`src/rtl/osc_ctl_pkg.sv`:
```
// ==================================================
// oscillator control constants
package osc_ctl_pkg;

  // ==================================================
  // register map, byte offsets on the serial register port
  localparam logic [7:0] CTL_OFFSET = 8'h1c; // oscillator_control
  localparam logic [7:0] STAT_OFFSET = 8'h1d; // active oscillator status, read only
  localparam logic [7:0] KEY_OFFSET = 8'h20; // config_unlock_key
  localparam logic [7:0] CTL_RESET = 8'h00; // control reset value
  localparam logic [7:0] KEY_RESET = 8'h00; // key reset value, locked
  localparam logic [7:0] UNLOCK_VALUE = 8'ha1; // key value that opens the control register
  localparam logic [7:0] ZERO_BYTE = 8'h00; // unmapped reads and reserved bits

  // ==================================================
  // control field layout
  localparam int OSC_SOURCE_SELECT_BIT = 7; // osc_source_select
  localparam int AUTOCAL_MODE_HI = 6; // autocal_mode msb
  localparam int AUTOCAL_MODE_LO = 5; // autocal_mode lsb
  localparam int STAT_RC_BIT = 0; // active_osc_status position in status byte

  // ==================================================
  // autocalibration mode codes
  localparam logic [1:0] AUTOCAL_MODE_OFF = 2'h0; // no autocalibration
  localparam logic [1:0] AUTOCAL_MODE_RSVD = 2'h1; // reserved, no schedule
  localparam logic [1:0] AUTOCAL_MODE_1024S = 2'h2; // long interval
  localparam logic [1:0] AUTOCAL_MODE_512S = 2'h3; // short interval

  // ==================================================
  // timing
  localparam int CLK_PERIOD_NS = 10; // 100 MHz system clock
  localparam int SECOND_NS = 1000000000; // one second
  localparam int SEC_CYCLES_DEF = SECOND_NS / CLK_PERIOD_NS; // clocks per second
  localparam int INTERVAL_LONG_S = 1024; // seconds for code 10
  localparam int INTERVAL_SHORT_S = 512; // seconds for code 11
  localparam int PRESCALE_W = 27; // holds SEC_CYCLES_DEF - 1
  localparam int SECS_W = 10; // holds INTERVAL_LONG_S - 1

  // true only for codes that carry a periodic schedule
  function automatic logic is_sched_mode(input logic [1:0] mode);
    is_sched_mode = (mode == AUTOCAL_MODE_1024S) || (mode == AUTOCAL_MODE_512S);
  endfunction : is_sched_mode

endpackage : osc_ctl_pkg

```
`src/rtl/autocal_sched.sv`:
```
`timescale 1ns/100ps
// ==================================================
// periodic autocalibration scheduler
module autocal_sched
  import osc_ctl_pkg::*;
#(
  parameter int SEC_CYCLES = SEC_CYCLES_DEF // clocks per second, shorten in simulation
) (
  input wire logic clk_in, // system clock
  input wire logic sys_rst_in, // sync reset, active high
  input wire logic [1:0] mode_in, // current autocal_mode
  input wire logic restart_in, // restart interval, one-cycle pulse
  output logic due_out // interval elapsed, one-cycle pulse
);

  localparam logic [PRESCALE_W-1:0] PRE_LAST = PRESCALE_W'(SEC_CYCLES - 1); // last prescale count
  localparam logic [SECS_W-1:0] LONG_LAST = SECS_W'(INTERVAL_LONG_S - 1); // last second, code 10
  localparam logic [SECS_W-1:0] SHORT_LAST = SECS_W'(INTERVAL_SHORT_S - 1); // last second, code 11

  logic [PRESCALE_W-1:0] pre_q; // clocks within current second
  logic [SECS_W-1:0] secs_q; // seconds since last start
  logic sched; // mode carries a schedule
  logic sec_tick; // one-second enable
  logic last_sec; // final second of interval

  assign sched = is_sched_mode(mode_in);
  assign sec_tick = (pre_q == PRE_LAST);
  assign last_sec = (mode_in == AUTOCAL_MODE_512S) ? (secs_q == SHORT_LAST) : (secs_q == LONG_LAST);
  assign due_out = sched && sec_tick && last_sec && !restart_in;

  // prescaler and second counter; both cleared on restart so a write re-arms a full interval
  always_ff @(posedge clk_in) begin
    if (sys_rst_in || restart_in || !sched) begin
      pre_q <= '0;
      secs_q <= '0;
    end else if (sec_tick) begin
      pre_q <= '0;
      secs_q <= last_sec ? '0 : secs_q + SECS_W'(1);
    end else begin
      pre_q <= pre_q + PRESCALE_W'(1);
    end
  end

  // ==================================================
  // checks
  a_sched_interval_len: assert property (@(posedge clk_in) disable iff (sys_rst_in)
    due_out |-> (mode_in == AUTOCAL_MODE_512S && secs_q == SHORT_LAST) ||
                (mode_in == AUTOCAL_MODE_1024S && secs_q == LONG_LAST))
    else $error("scheduled start at wrong interval");

endmodule : autocal_sched

```
`src/rtl/osc_select_ctl.sv`:
```
`timescale 1ns/100ps
// ==================================================
// oscillator select control register block
module osc_select_ctl
  import osc_ctl_pkg::*;
#(
  parameter int SEC_CYCLES = SEC_CYCLES_DEF // clocks per second, shorten in simulation
) (
  input wire logic clk_in, // system clock, 100 MHz
  input wire logic sys_rst_in, // sync reset, active high
  input wire logic reg_wr_en_in, // register write strobe, one cycle
  input wire logic [7:0] reg_addr_in, // register byte offset
  input wire logic [7:0] reg_wdata_in, // write data
  input wire logic xt_running_in, // crystal oscillator is running
  output logic [7:0] reg_rdata_out, // read data for reg_addr_in, one cycle late
  output logic rc_request_out, // osc_source_select: request rc oscillator
  output logic active_osc_status_out, // oscillator in use: 1 rc, 0 crystal
  output logic [1:0] autocal_mode_out, // current autocal_mode field
  output logic autocal_start_out // start one calibration cycle, pulse
);

  // ==================================================
  // storage
  logic [7:0] ctl_q; // oscillator_control
  logic [7:0] key_q; // config_unlock_key
  logic active_rc_q; // oscillator actually clocking timers
  logic active_rc_d; // its next value
  logic start_q; // calibration start pulse
  logic start_d; // its next value
  logic [7:0] rdata_q; // registered read data

  // ==================================================
  // decode
  logic wr_ctl; // write aimed at control
  logic wr_key; // write aimed at key
  logic unlocked; // key holds the unlock value
  logic ctl_accept; // control write that lands
  logic kick_now; // accepted write with nonzero autocal field
  logic sched_due; // scheduler interval elapsed
  logic [7:0] status_byte; // status register image
  logic [7:0] rd_mux; // read selection

  // ==================================================
  // interval watch, feeds the checks only
  // wide enough for the long interval at the full clock rate
  localparam int GAP_W = 40; // clocks since last start, width
  // last clock of a code 11 interval
  localparam logic [GAP_W-1:0] SHORT_GAP_LAST = GAP_W'(INTERVAL_SHORT_S) * GAP_W'(SEC_CYCLES) - GAP_W'(1);
  // last clock of a code 10 interval
  localparam logic [GAP_W-1:0] LONG_GAP_LAST = GAP_W'(INTERVAL_LONG_S) * GAP_W'(SEC_CYCLES) - GAP_W'(1);
  logic [GAP_W-1:0] gap_q; // clocks since the last start pulse

  assign wr_ctl = reg_wr_en_in && (reg_addr_in == CTL_OFFSET);
  assign wr_key = reg_wr_en_in && (reg_addr_in == KEY_OFFSET);
  assign unlocked = (key_q == UNLOCK_VALUE);
  assign ctl_accept = wr_ctl && unlocked;
  // any nonzero code kicks a cycle, reserved included; only scheduled codes repeat
  assign kick_now = ctl_accept && (reg_wdata_in[AUTOCAL_MODE_HI:AUTOCAL_MODE_LO] != AUTOCAL_MODE_OFF);

  // reserved bits of the status byte read as zero
  assign status_byte = ZERO_BYTE | (8'(active_rc_q) << STAT_RC_BIT);

  // unmapped offsets answer zero
  assign rd_mux = (reg_addr_in == CTL_OFFSET) ? ctl_q :
                  (reg_addr_in == KEY_OFFSET) ? key_q :
                  (reg_addr_in == STAT_OFFSET) ? status_byte : ZERO_BYTE;

  // ==================================================
  // oscillator switching
  // rc request always honoured; crystal only once it runs, otherwise hold current source
  assign active_rc_d = ctl_q[OSC_SOURCE_SELECT_BIT] ? 1'b1 :
                       (xt_running_in ? 1'b0 : active_rc_q);

  // ==================================================
  // calibration start
  // immediate kick or a scheduled interval; codes 00 and 01 never schedule
  assign start_d = kick_now || sched_due;

  // ==================================================
  // key register, holds until rewritten
  always_ff @(posedge clk_in) begin
    if (sys_rst_in) begin
      key_q <= KEY_RESET;
    end else if (wr_key) begin
      key_q <= reg_wdata_in;
    end
  end

  // control register, locked writes are dropped silently
  always_ff @(posedge clk_in) begin
    if (sys_rst_in) begin
      ctl_q <= CTL_RESET;
    end else if (ctl_accept) begin
      ctl_q <= reg_wdata_in;
    end
  end

  // source status and start pulse
  always_ff @(posedge clk_in) begin
    if (sys_rst_in) begin
      active_rc_q <= 1'b0;
      start_q <= 1'b0;
    end else begin
      active_rc_q <= active_rc_d;
      start_q <= start_d;
    end
  end

  // read data register
  always_ff @(posedge clk_in) begin
    if (sys_rst_in) begin
      rdata_q <= ZERO_BYTE;
    end else begin
      rdata_q <= rd_mux;
    end
  end

  // gap watch restarts on every start, immediate or scheduled, so it counts independently of the scheduler
  always_ff @(posedge clk_in) begin
    if (sys_rst_in || start_d) begin
      gap_q <= '0;
    end else begin
      gap_q <= gap_q + GAP_W'(1);
    end
  end

  // ==================================================
  // interval scheduler; restart on any accepted write so the period counts from it
  autocal_sched #(
    .SEC_CYCLES(SEC_CYCLES)
  ) autocal_sched_i (
    .clk_in(clk_in),
    .sys_rst_in(sys_rst_in),
    .mode_in(ctl_q[AUTOCAL_MODE_HI:AUTOCAL_MODE_LO]),
    .restart_in(ctl_accept),
    .due_out(sched_due)
  );

  // ==================================================
  // outputs, all from flops
  assign reg_rdata_out = rdata_q;
  assign rc_request_out = ctl_q[OSC_SOURCE_SELECT_BIT];
  assign active_osc_status_out = active_rc_q;
  assign autocal_mode_out = ctl_q[AUTOCAL_MODE_HI:AUTOCAL_MODE_LO];
  assign autocal_start_out = start_q;

  // ==================================================
  // checks
  // a wrong key must leave the control byte untouched
  a_locked_write_dropped: assert property (@(posedge clk_in) disable iff (sys_rst_in)
    (wr_ctl && !unlocked) |=> $stable(ctl_q))
    else $error("locked control write changed register");

  // the unlock value opens the register for the very next write
  a_unlocked_write_lands: assert property (@(posedge clk_in) disable iff (sys_rst_in)
    (wr_ctl && unlocked) |=> (ctl_q == $past(reg_wdata_in)))
    else $error("unlocked control write not stored");

  // no waiting for the schedule after a nonzero mode write
  a_kick_immediate: assert property (@(posedge clk_in) disable iff (sys_rst_in)
    (wr_ctl && unlocked && reg_wdata_in[AUTOCAL_MODE_HI:AUTOCAL_MODE_LO] != AUTOCAL_MODE_OFF) |=> autocal_start_out)
    else $error("nonzero autocal write gave no start");

  // request first, then the status follows one clock later
  a_rc_requested: assert property (@(posedge clk_in) disable iff (sys_rst_in)
    (ctl_accept && reg_wdata_in[OSC_SOURCE_SELECT_BIT]) |=> rc_request_out ##1 active_osc_status_out)
    else $error("rc select not followed by rc in use");

  // codes 00 and 01 only start on a write, never on their own
  a_off_no_start: assert property (@(posedge clk_in) disable iff (sys_rst_in)
    (!is_sched_mode(ctl_q[AUTOCAL_MODE_HI:AUTOCAL_MODE_LO]) && !ctl_accept) |=> !autocal_start_out)
    else $error("start without schedule or write");

  // a running crystal is taken as soon as it is selected
  a_xt_switch: assert property (@(posedge clk_in) disable iff (sys_rst_in)
    (!ctl_q[OSC_SOURCE_SELECT_BIT] && xt_running_in) |=> !active_osc_status_out)
    else $error("crystal running but not selected");

  // a stopped crystal must never be switched in
  a_xt_absent_holds: assert property (@(posedge clk_in) disable iff (sys_rst_in)
    (!ctl_q[OSC_SOURCE_SELECT_BIT] && !xt_running_in) |=> $stable(active_osc_status_out))
    else $error("switched to crystal while it is stopped");

  // scheduled start lands exactly one short interval after the previous start
  a_short_gap_len: assert property (@(posedge clk_in) disable iff (sys_rst_in)
    (sched_due && autocal_mode_out == AUTOCAL_MODE_512S) |-> (gap_q == SHORT_GAP_LAST))
    else $error("code 11 start off the short interval");

  // and it is not skipped when that interval runs out
  a_short_gap_due: assert property (@(posedge clk_in) disable iff (sys_rst_in)
    (autocal_mode_out == AUTOCAL_MODE_512S && gap_q == SHORT_GAP_LAST && !ctl_accept) |-> sched_due)
    else $error("code 11 start missing at end of interval");

  // code 10 keeps its own, longer interval
  a_long_gap_len: assert property (@(posedge clk_in) disable iff (sys_rst_in)
    (sched_due && autocal_mode_out == AUTOCAL_MODE_1024S) |-> (gap_q == LONG_GAP_LAST))
    else $error("code 10 start off the long interval");

  // while rc is requested the status must report rc
  a_rc_forces_status: assert property (@(posedge clk_in) disable iff (sys_rst_in)
    rc_request_out |=> active_osc_status_out)
    else $error("rc requested but not in use");

  // the key itself is never locked, otherwise the block could not be opened
  a_key_always_stored: assert property (@(posedge clk_in) disable iff (sys_rst_in)
    wr_key |=> (key_q == $past(reg_wdata_in)))
    else $error("key write not stored");

  c_unlocked_write: cover property (@(posedge clk_in) disable iff (sys_rst_in)
    wr_key ##1 ctl_accept);
  c_scheduled_start: cover property (@(posedge clk_in) disable iff (sys_rst_in)
    sched_due);
  c_back_to_xt: cover property (@(posedge clk_in) disable iff (sys_rst_in)
    active_osc_status_out ##1 !active_osc_status_out);
  // reserved code kicks once and a locked write is dropped
  c_reserved_kick: cover property (@(posedge clk_in) disable iff (sys_rst_in)
    ctl_accept && reg_wdata_in[AUTOCAL_MODE_HI:AUTOCAL_MODE_LO] == AUTOCAL_MODE_RSVD);
  c_locked_drop: cover property (@(posedge clk_in) disable iff (sys_rst_in)
    wr_ctl && !unlocked);

endmodule : osc_select_ctl

```
`config.mk`:
```
export PLATFORM = sky130hd
export DESIGN_NAME = osc_select_ctl
export DESIGN_NICKNAME = d
export VERILOG_FILES = /design/src/rtl/osc_ctl_pkg.sv /design/src/rtl/autocal_sched.sv /design/src/rtl/osc_select_ctl.sv
export SDC_FILE = /design/constraint.sdc
export NUM_CORES = 1
export LEC_CHECK = 0
export ABC_CLOCK_PERIOD_IN_PS = 2000
export BUFFER_PORTS_ARGS = -buffer_cell sky130_fd_sc_hd__clkbuf_2
export CAP_MARGIN = 20
export CELL_PAD_IN_SITES_DETAIL_PLACEMENT = 0
export CELL_PAD_IN_SITES_GLOBAL_PLACEMENT = 2
export CORE_ASPECT_RATIO = 0.5
export CORE_MARGIN = 2
export CORE_UTILIZATION = 32
export DETAILED_ROUTE_END_ITERATION = 12
export PLACE_DENSITY_LB_ADDON = 0.1
export SYNTH_ARGS = -nofsm -noshare
export SYNTH_HDL_FRONTEND = slang
export SYNTH_SLANG_ARGS = --single-unit
```
`constraint.sdc`:
```
create_clock -name clk_in -period 2 [get_ports clk_in]
set_input_delay 0 -clock clk_in [delete_from_list [all_inputs] [get_ports clk_in]]
set_output_delay 0 -clock clk_in [all_outputs]
set_load 0.005 [all_outputs]
```
After elaboration in Yosys (flattened, before gate mapping)
Cells that the tools add are included.
{"block": "word_totals", "ff_bits": 63, "output_inout_bits": 13, "elab_cells": 41}
{"block": "op_classes", "n_addsub": 2, "eq_ne": 9, "muxes": 7, "n_reduce_logical": 16}
{"op": "$add 27x1->27 const B", "n": 1}
{"op": "$eq 27x27->1 const B", "n": 1}
{"op": "$eq 8x5->1 const B", "n": 2}
{"op": "$mux 8", "n": 2}
{"op": "$add 10x1->10 const B", "n": 1}
{"op": "$eq 10x10->1 const B", "n": 1}
{"op": "$eq 10x9->1 const B", "n": 1}
{"op": "$mux 10", "n": 1}
{"op": "$eq 8x6->1 const B", "n": 1}
{"op": "$eq 8x8->1 const B", "n": 1}
{"op": "$logic_and 1x1->1", "n": 7}
{"op": "$eq 2x2->1 const B", "n": 2}
{"op": "$logic_or 1x1->1", "n": 4}
{"op": "$mux 1", "n": 4}
{"op": "$reduce_bool 2->1", "n": 2}
{"op": "$logic_not 1->1", "n": 2}
{"op": "$reduce_or 2->1", "n": 1}

Depth between registers and ports, before layout
{"block": "depth", "ltp_word": 6, "mapped_depth": 8, "mapped_depth_nobuf": 6}

Modules after synthesis
A second synthesis with hierarchy kept.
{"block": "hier_totals", "hier_cells": 320, "hier_area_um2": 2801.4}
{"mod": "autocal_sched", "n_inst": 1, "cells_each": 196, "area_per_inst_um2": 1737.9}
{"mod": "osc_select_ctl", "n_inst": 1, "cells_each": 124, "area_per_inst_um2": 1063.5}

Least setup slack after synthesis
No wires, ideal clock.
{"block": "synth_path", "path_kind": "flip-flop to flip-flop", "startpoint": "register autocal_sched_i.pre_q[0]", "endpoint": "register autocal_sched_i.secs_q[9]", "setup_ps": 132, "arrival_time_ps": 2042, "slack_ps": -174, "stages_incl_launch_ff": 8, "n_path_buf": 1, "period_less_slack_ps": 2174, "path_cell_list": "dfxtp_1 ha_1 and4_1 nand4_1 or4_4 buf_6 o41ai_1 a21oi_1"}
{"block": "synth_between", "elab_chain_len": 1}
{"element": "start, declared", "line_no": "autocal_sched.sv:20", "rtl": "logic [PRESCALE_W-1:0] pre_q;"}
{"element": "start signal, assigned", "line_no": "autocal_sched.sv:40", "rtl": "pre_q <= pre_q + PRESCALE_W'(1);"}
{"element": "$eq 27x27->1", "line_no": "autocal_sched.sv:27", "rtl": "assign sec_tick = (pre_q == PRE_LAST);"}
{"element": "end signal, assigned", "line_no": "autocal_sched.sv:38", "rtl": "secs_q <= last_sec ? '0 : secs_q + SECS_W'(1);"}
{"element": "end, declared", "line_no": "autocal_sched.sv:21", "rtl": "logic [SECS_W-1:0] secs_q;"}
No other way between the ends.
A chain may end at the register's enable or synchronous reset.

Worst setup path after layout
{"block": "layout_path", "startpoint": "register autocal_sched_i.pre_q[23]", "endpoint": "register autocal_sched_i.secs_q[8]"}
Same word-level chain as after synthesis.

==> out/qor.yml <==
hold_path_depth: 3
synth-async-reset-ratio: 0
syn_area_sq_um: 2779
power_density_nw_per_um2: 758.4
die_w_um: 135.8
status: "completed"
initial_core_util: 0.3388
drt_first_pass_iters: 4
skew_ns: 0.004782
nets: 409
syn_to_final_growth_pct: 33.81
drt-vias-per-instance: 4.855
antenna_left: 0
hold_class: "in2reg"
fin_util: 0.4534
grt_usage: 0.1467
post-dp-hpwl_um: 4652
io_buffers: 32
worstSetupEndpointType: "flop"
core-area_sq_um: 8202
post-route-min-period_ns: 1.955
seq_area_frac_synth: 0.4538
grt_pass1_wl_um: 10810
tightest_slew_ns: 0.3970
netlist_instances: 314
htreeDepth: 3
hold_violations: 0
overflow: 0
design_area_sq_um: 3719
leakage_nw: 1.285
yosys_warnings: 0
rows: 23
synth_cell_types: 49
crit_type: "reg2reg"
rsz0062_at_grt: "true"
place_area_sq_um: 3306
routabilityCongestion: 0.7824
synth_seq_cells: 63
syn_nets: 336
cts_tree: "yes"
drtIter0Drc: 102
slew_headroom: 0.7312
syn_avg_cell_area_sq_um: 8.850
clkTransAtPathRegs_ns: 0.05
vdd_ir_drop_max_mv: 0.3805
whs_ns: 0.1219
synth_edf_count: 0
pin_count: 33
slowest_delay_ns: 0.57
crit_path_top_delay_cell: "or4_4"
r2r_cells: 5
path_max_fanout: 7
drc_errors: 0
clk-insertion-delay-late_ns: 0.33
drv_cap: 0
grt_pass1_vias: 2357
arrival_ns: 2.21
dr_total_vias: 2447
antenna_found_initial: 0
fin_crit_sh: 0.9774
drive_above_1_share: 0.2602
die_h_um: 69.90
slew_viol_final: 0
required_ns: 2.26
clock_tree.buffer_depth: 2
die-area_sq_um: 9491
cts_sinks: 63
diodes: 0
setup_violations: 0
fmax_mhz: 511.6
routed_wirelength_um: 6508
cts_root_buffer: "clkbuf_16"
synthFlopType: "dfxtp_1"
wl_per_cell_um: 12.91
numCtsBuffers: 9
crit_chain: "inv_1, or3_4, or4_4, or4_1, a21oi_1"
critPathLaunchType: "flop"
grt_max_degree: 28
==> registers in the layout, indices dropped and copies added, names as in the netlist <==
name                    count
autocal_sched_i.secs_q     10
ctl_q                       8
key_q                       8
autocal_sched_i.pre_q      27
active_osc_status_out       1
reg_rdata_out               8
autocal_start_out           1
==> where the power goes <==
| part | switching [mW] | leakage (nW) | total (mW) | internal (mW) |
|---|---|---|---|---|
| Clock | 0.554 | 0.149 | 1.51 | 0.953 |
| Sequential | 0.000161 | 0.509 | 1.26 | 1.26 |
| Combinational | 0.0255 | 0.628 | 0.0566 | 0.0311 |
| Total | 0.580 | 1.29 | 2.82 | 2.24 |
==> cell type report <==
type                            count  area [sq um]
Tap cell                          112         140.1
Clock buffer                        9         225.2
Fill cell                         841          4483
Sequential cell                    63          1265
Inverter                            8         30.03
Multi-Input combinational cell    230          1464
Timing Repair Buffer               75         530.5
Clock inverter                      7         63.81
==> timing repair <==
action / 4_1_cts / 5_1_grt
buffers inserted: 0 / 1
gates resized for setup: 2 / 4
pin swaps: 1 / 2
hold buffers: 9 / 0
endpoints found under the hold margin: 18 / 0
endpoints found under the setup margin: 1 / 36
==> kinds of logic (layout without fill, tap and decap cells) <==
| family | count (synthesis) | count (layout) | share of synthesized area |
|---|---|---|---|
| xor gates and xnor gates | 25 | 25 | 0.07879 |
| adders and majority gates | 2 | 2 | 0.009004 |
| muxes | 16 | 16 | 0.05763 |
| and+or+nand+nor | 152 | 152 | 0.2819 |
| DFF | 63 | 63 | 0.4538 |
| AOI/OAI and AO/OA | 35 | 35 | 0.08330 |
| buffers and inverters | 21 | 99 | 0.03557 |
==> through the flow <==
| step | cells | TNS [ns] | worst slack [ns] | power, mW |
|---|---|---|---|---|
| global placement | 478 | 0 | 0.004799 | 1.326 |
| floorplan | 314 | -0.1474 | -0.07552 | 1.298 |
| CTS | 503 | 0 | 0.008434 | 2.866 |
| global route | 504 | -0.1001 | -0.04852 | 2.929 |
| finish | 504 | 0 | 0.04528 | 2.820 |
| detailed placement | 478 | 0 | 0.001804 | 1.326 |
==> placed cells by master (no fill, tap or decap), types with 3 or more instances in the layout <==
| cell | count |
|---|---|
| nor2_1 | 66 |
| a21oi_1 | 11 |
| nand2_1 | 14 |
| nor4_1 | 8 |
| nand3b_1 | 3 |
| clkbuf_2 | 32 |
| and4_1 | 3 |
| xnor2_1 | 13 |
| nand3_1 | 13 |
| dfxtp_2 | 3 |
| a22oi_1 | 7 |
| dlygate4sd3_1 | 9 |
| nand4b_1 | 3 |
| buf_4 | 32 |
| nand4_1 | 12 |
| mux2i_1 | 16 |
| clkinv_2 | 5 |
| clkbuf_16 | 9 |
| xor2_1 | 12 |
| nor3_1 | 8 |
| dfxtp_1 | 60 |
| o21ai_0 | 3 |
| inv_1 | 8 |
| or3_1 | 3 |
==> per-layer routing <==
layer	global-route usage	part of all wire	up-vias	routed length (um)
li1	-	-	1264	-
met1	0.1790	0.50	1128	3237
met2	0.2340	0.45	44	2900
met3	0.05156	0.044	11	284
met4	0.06481	0.013	0	85
met5	0	0	-	0
==> Yosys cell counts, types with 7 or more instances <==
| cell type | instances | area share |
|---|---|---|
| dfxtp_1 | 63 | 0.45 |
| nor3_1 | 8 | 0.014 |
| nand4_1 | 12 | 0.027 |
| nand2_1 | 14 | 0.019 |
| a22oi_1 | 7 | 0.019 |
| xor2_1 | 12 | 0.038 |
| nor2_1 | 66 | 0.089 |
| inv_1 | 8 | 0.011 |
| a21oi_1 | 12 | 0.022 |
| xnor2_1 | 13 | 0.041 |
| nor4_1 | 8 | 0.018 |
| nand3_1 | 13 | 0.023 |
| mux2i_1 | 16 | 0.058 |
==> worst max-delay path, delay by kind of cell, from the launching register on <==
family          cells  cell delay [ns]
buf+inv             1             0.06
compound gates      1             0.13
flops               1             0.34
simple gates        3             1.37
==> path summary, 6_finish.rpt <==
check / start / end / slack [ns]
worst min register to register: ctl_q[0] / reg_rdata_out[0] / 0.49
worst max-delay path: autocal_sched_i.pre_q[23] / autocal_sched_i.secs_q[8] / 0.05
worst max register to register: autocal_sched_i.pre_q[23] / autocal_sched_i.secs_q[8] / 0.05
worst min-delay path: sys_rst_in / active_osc_status_out / 0.12
Power figures use the tool's default switching activity.
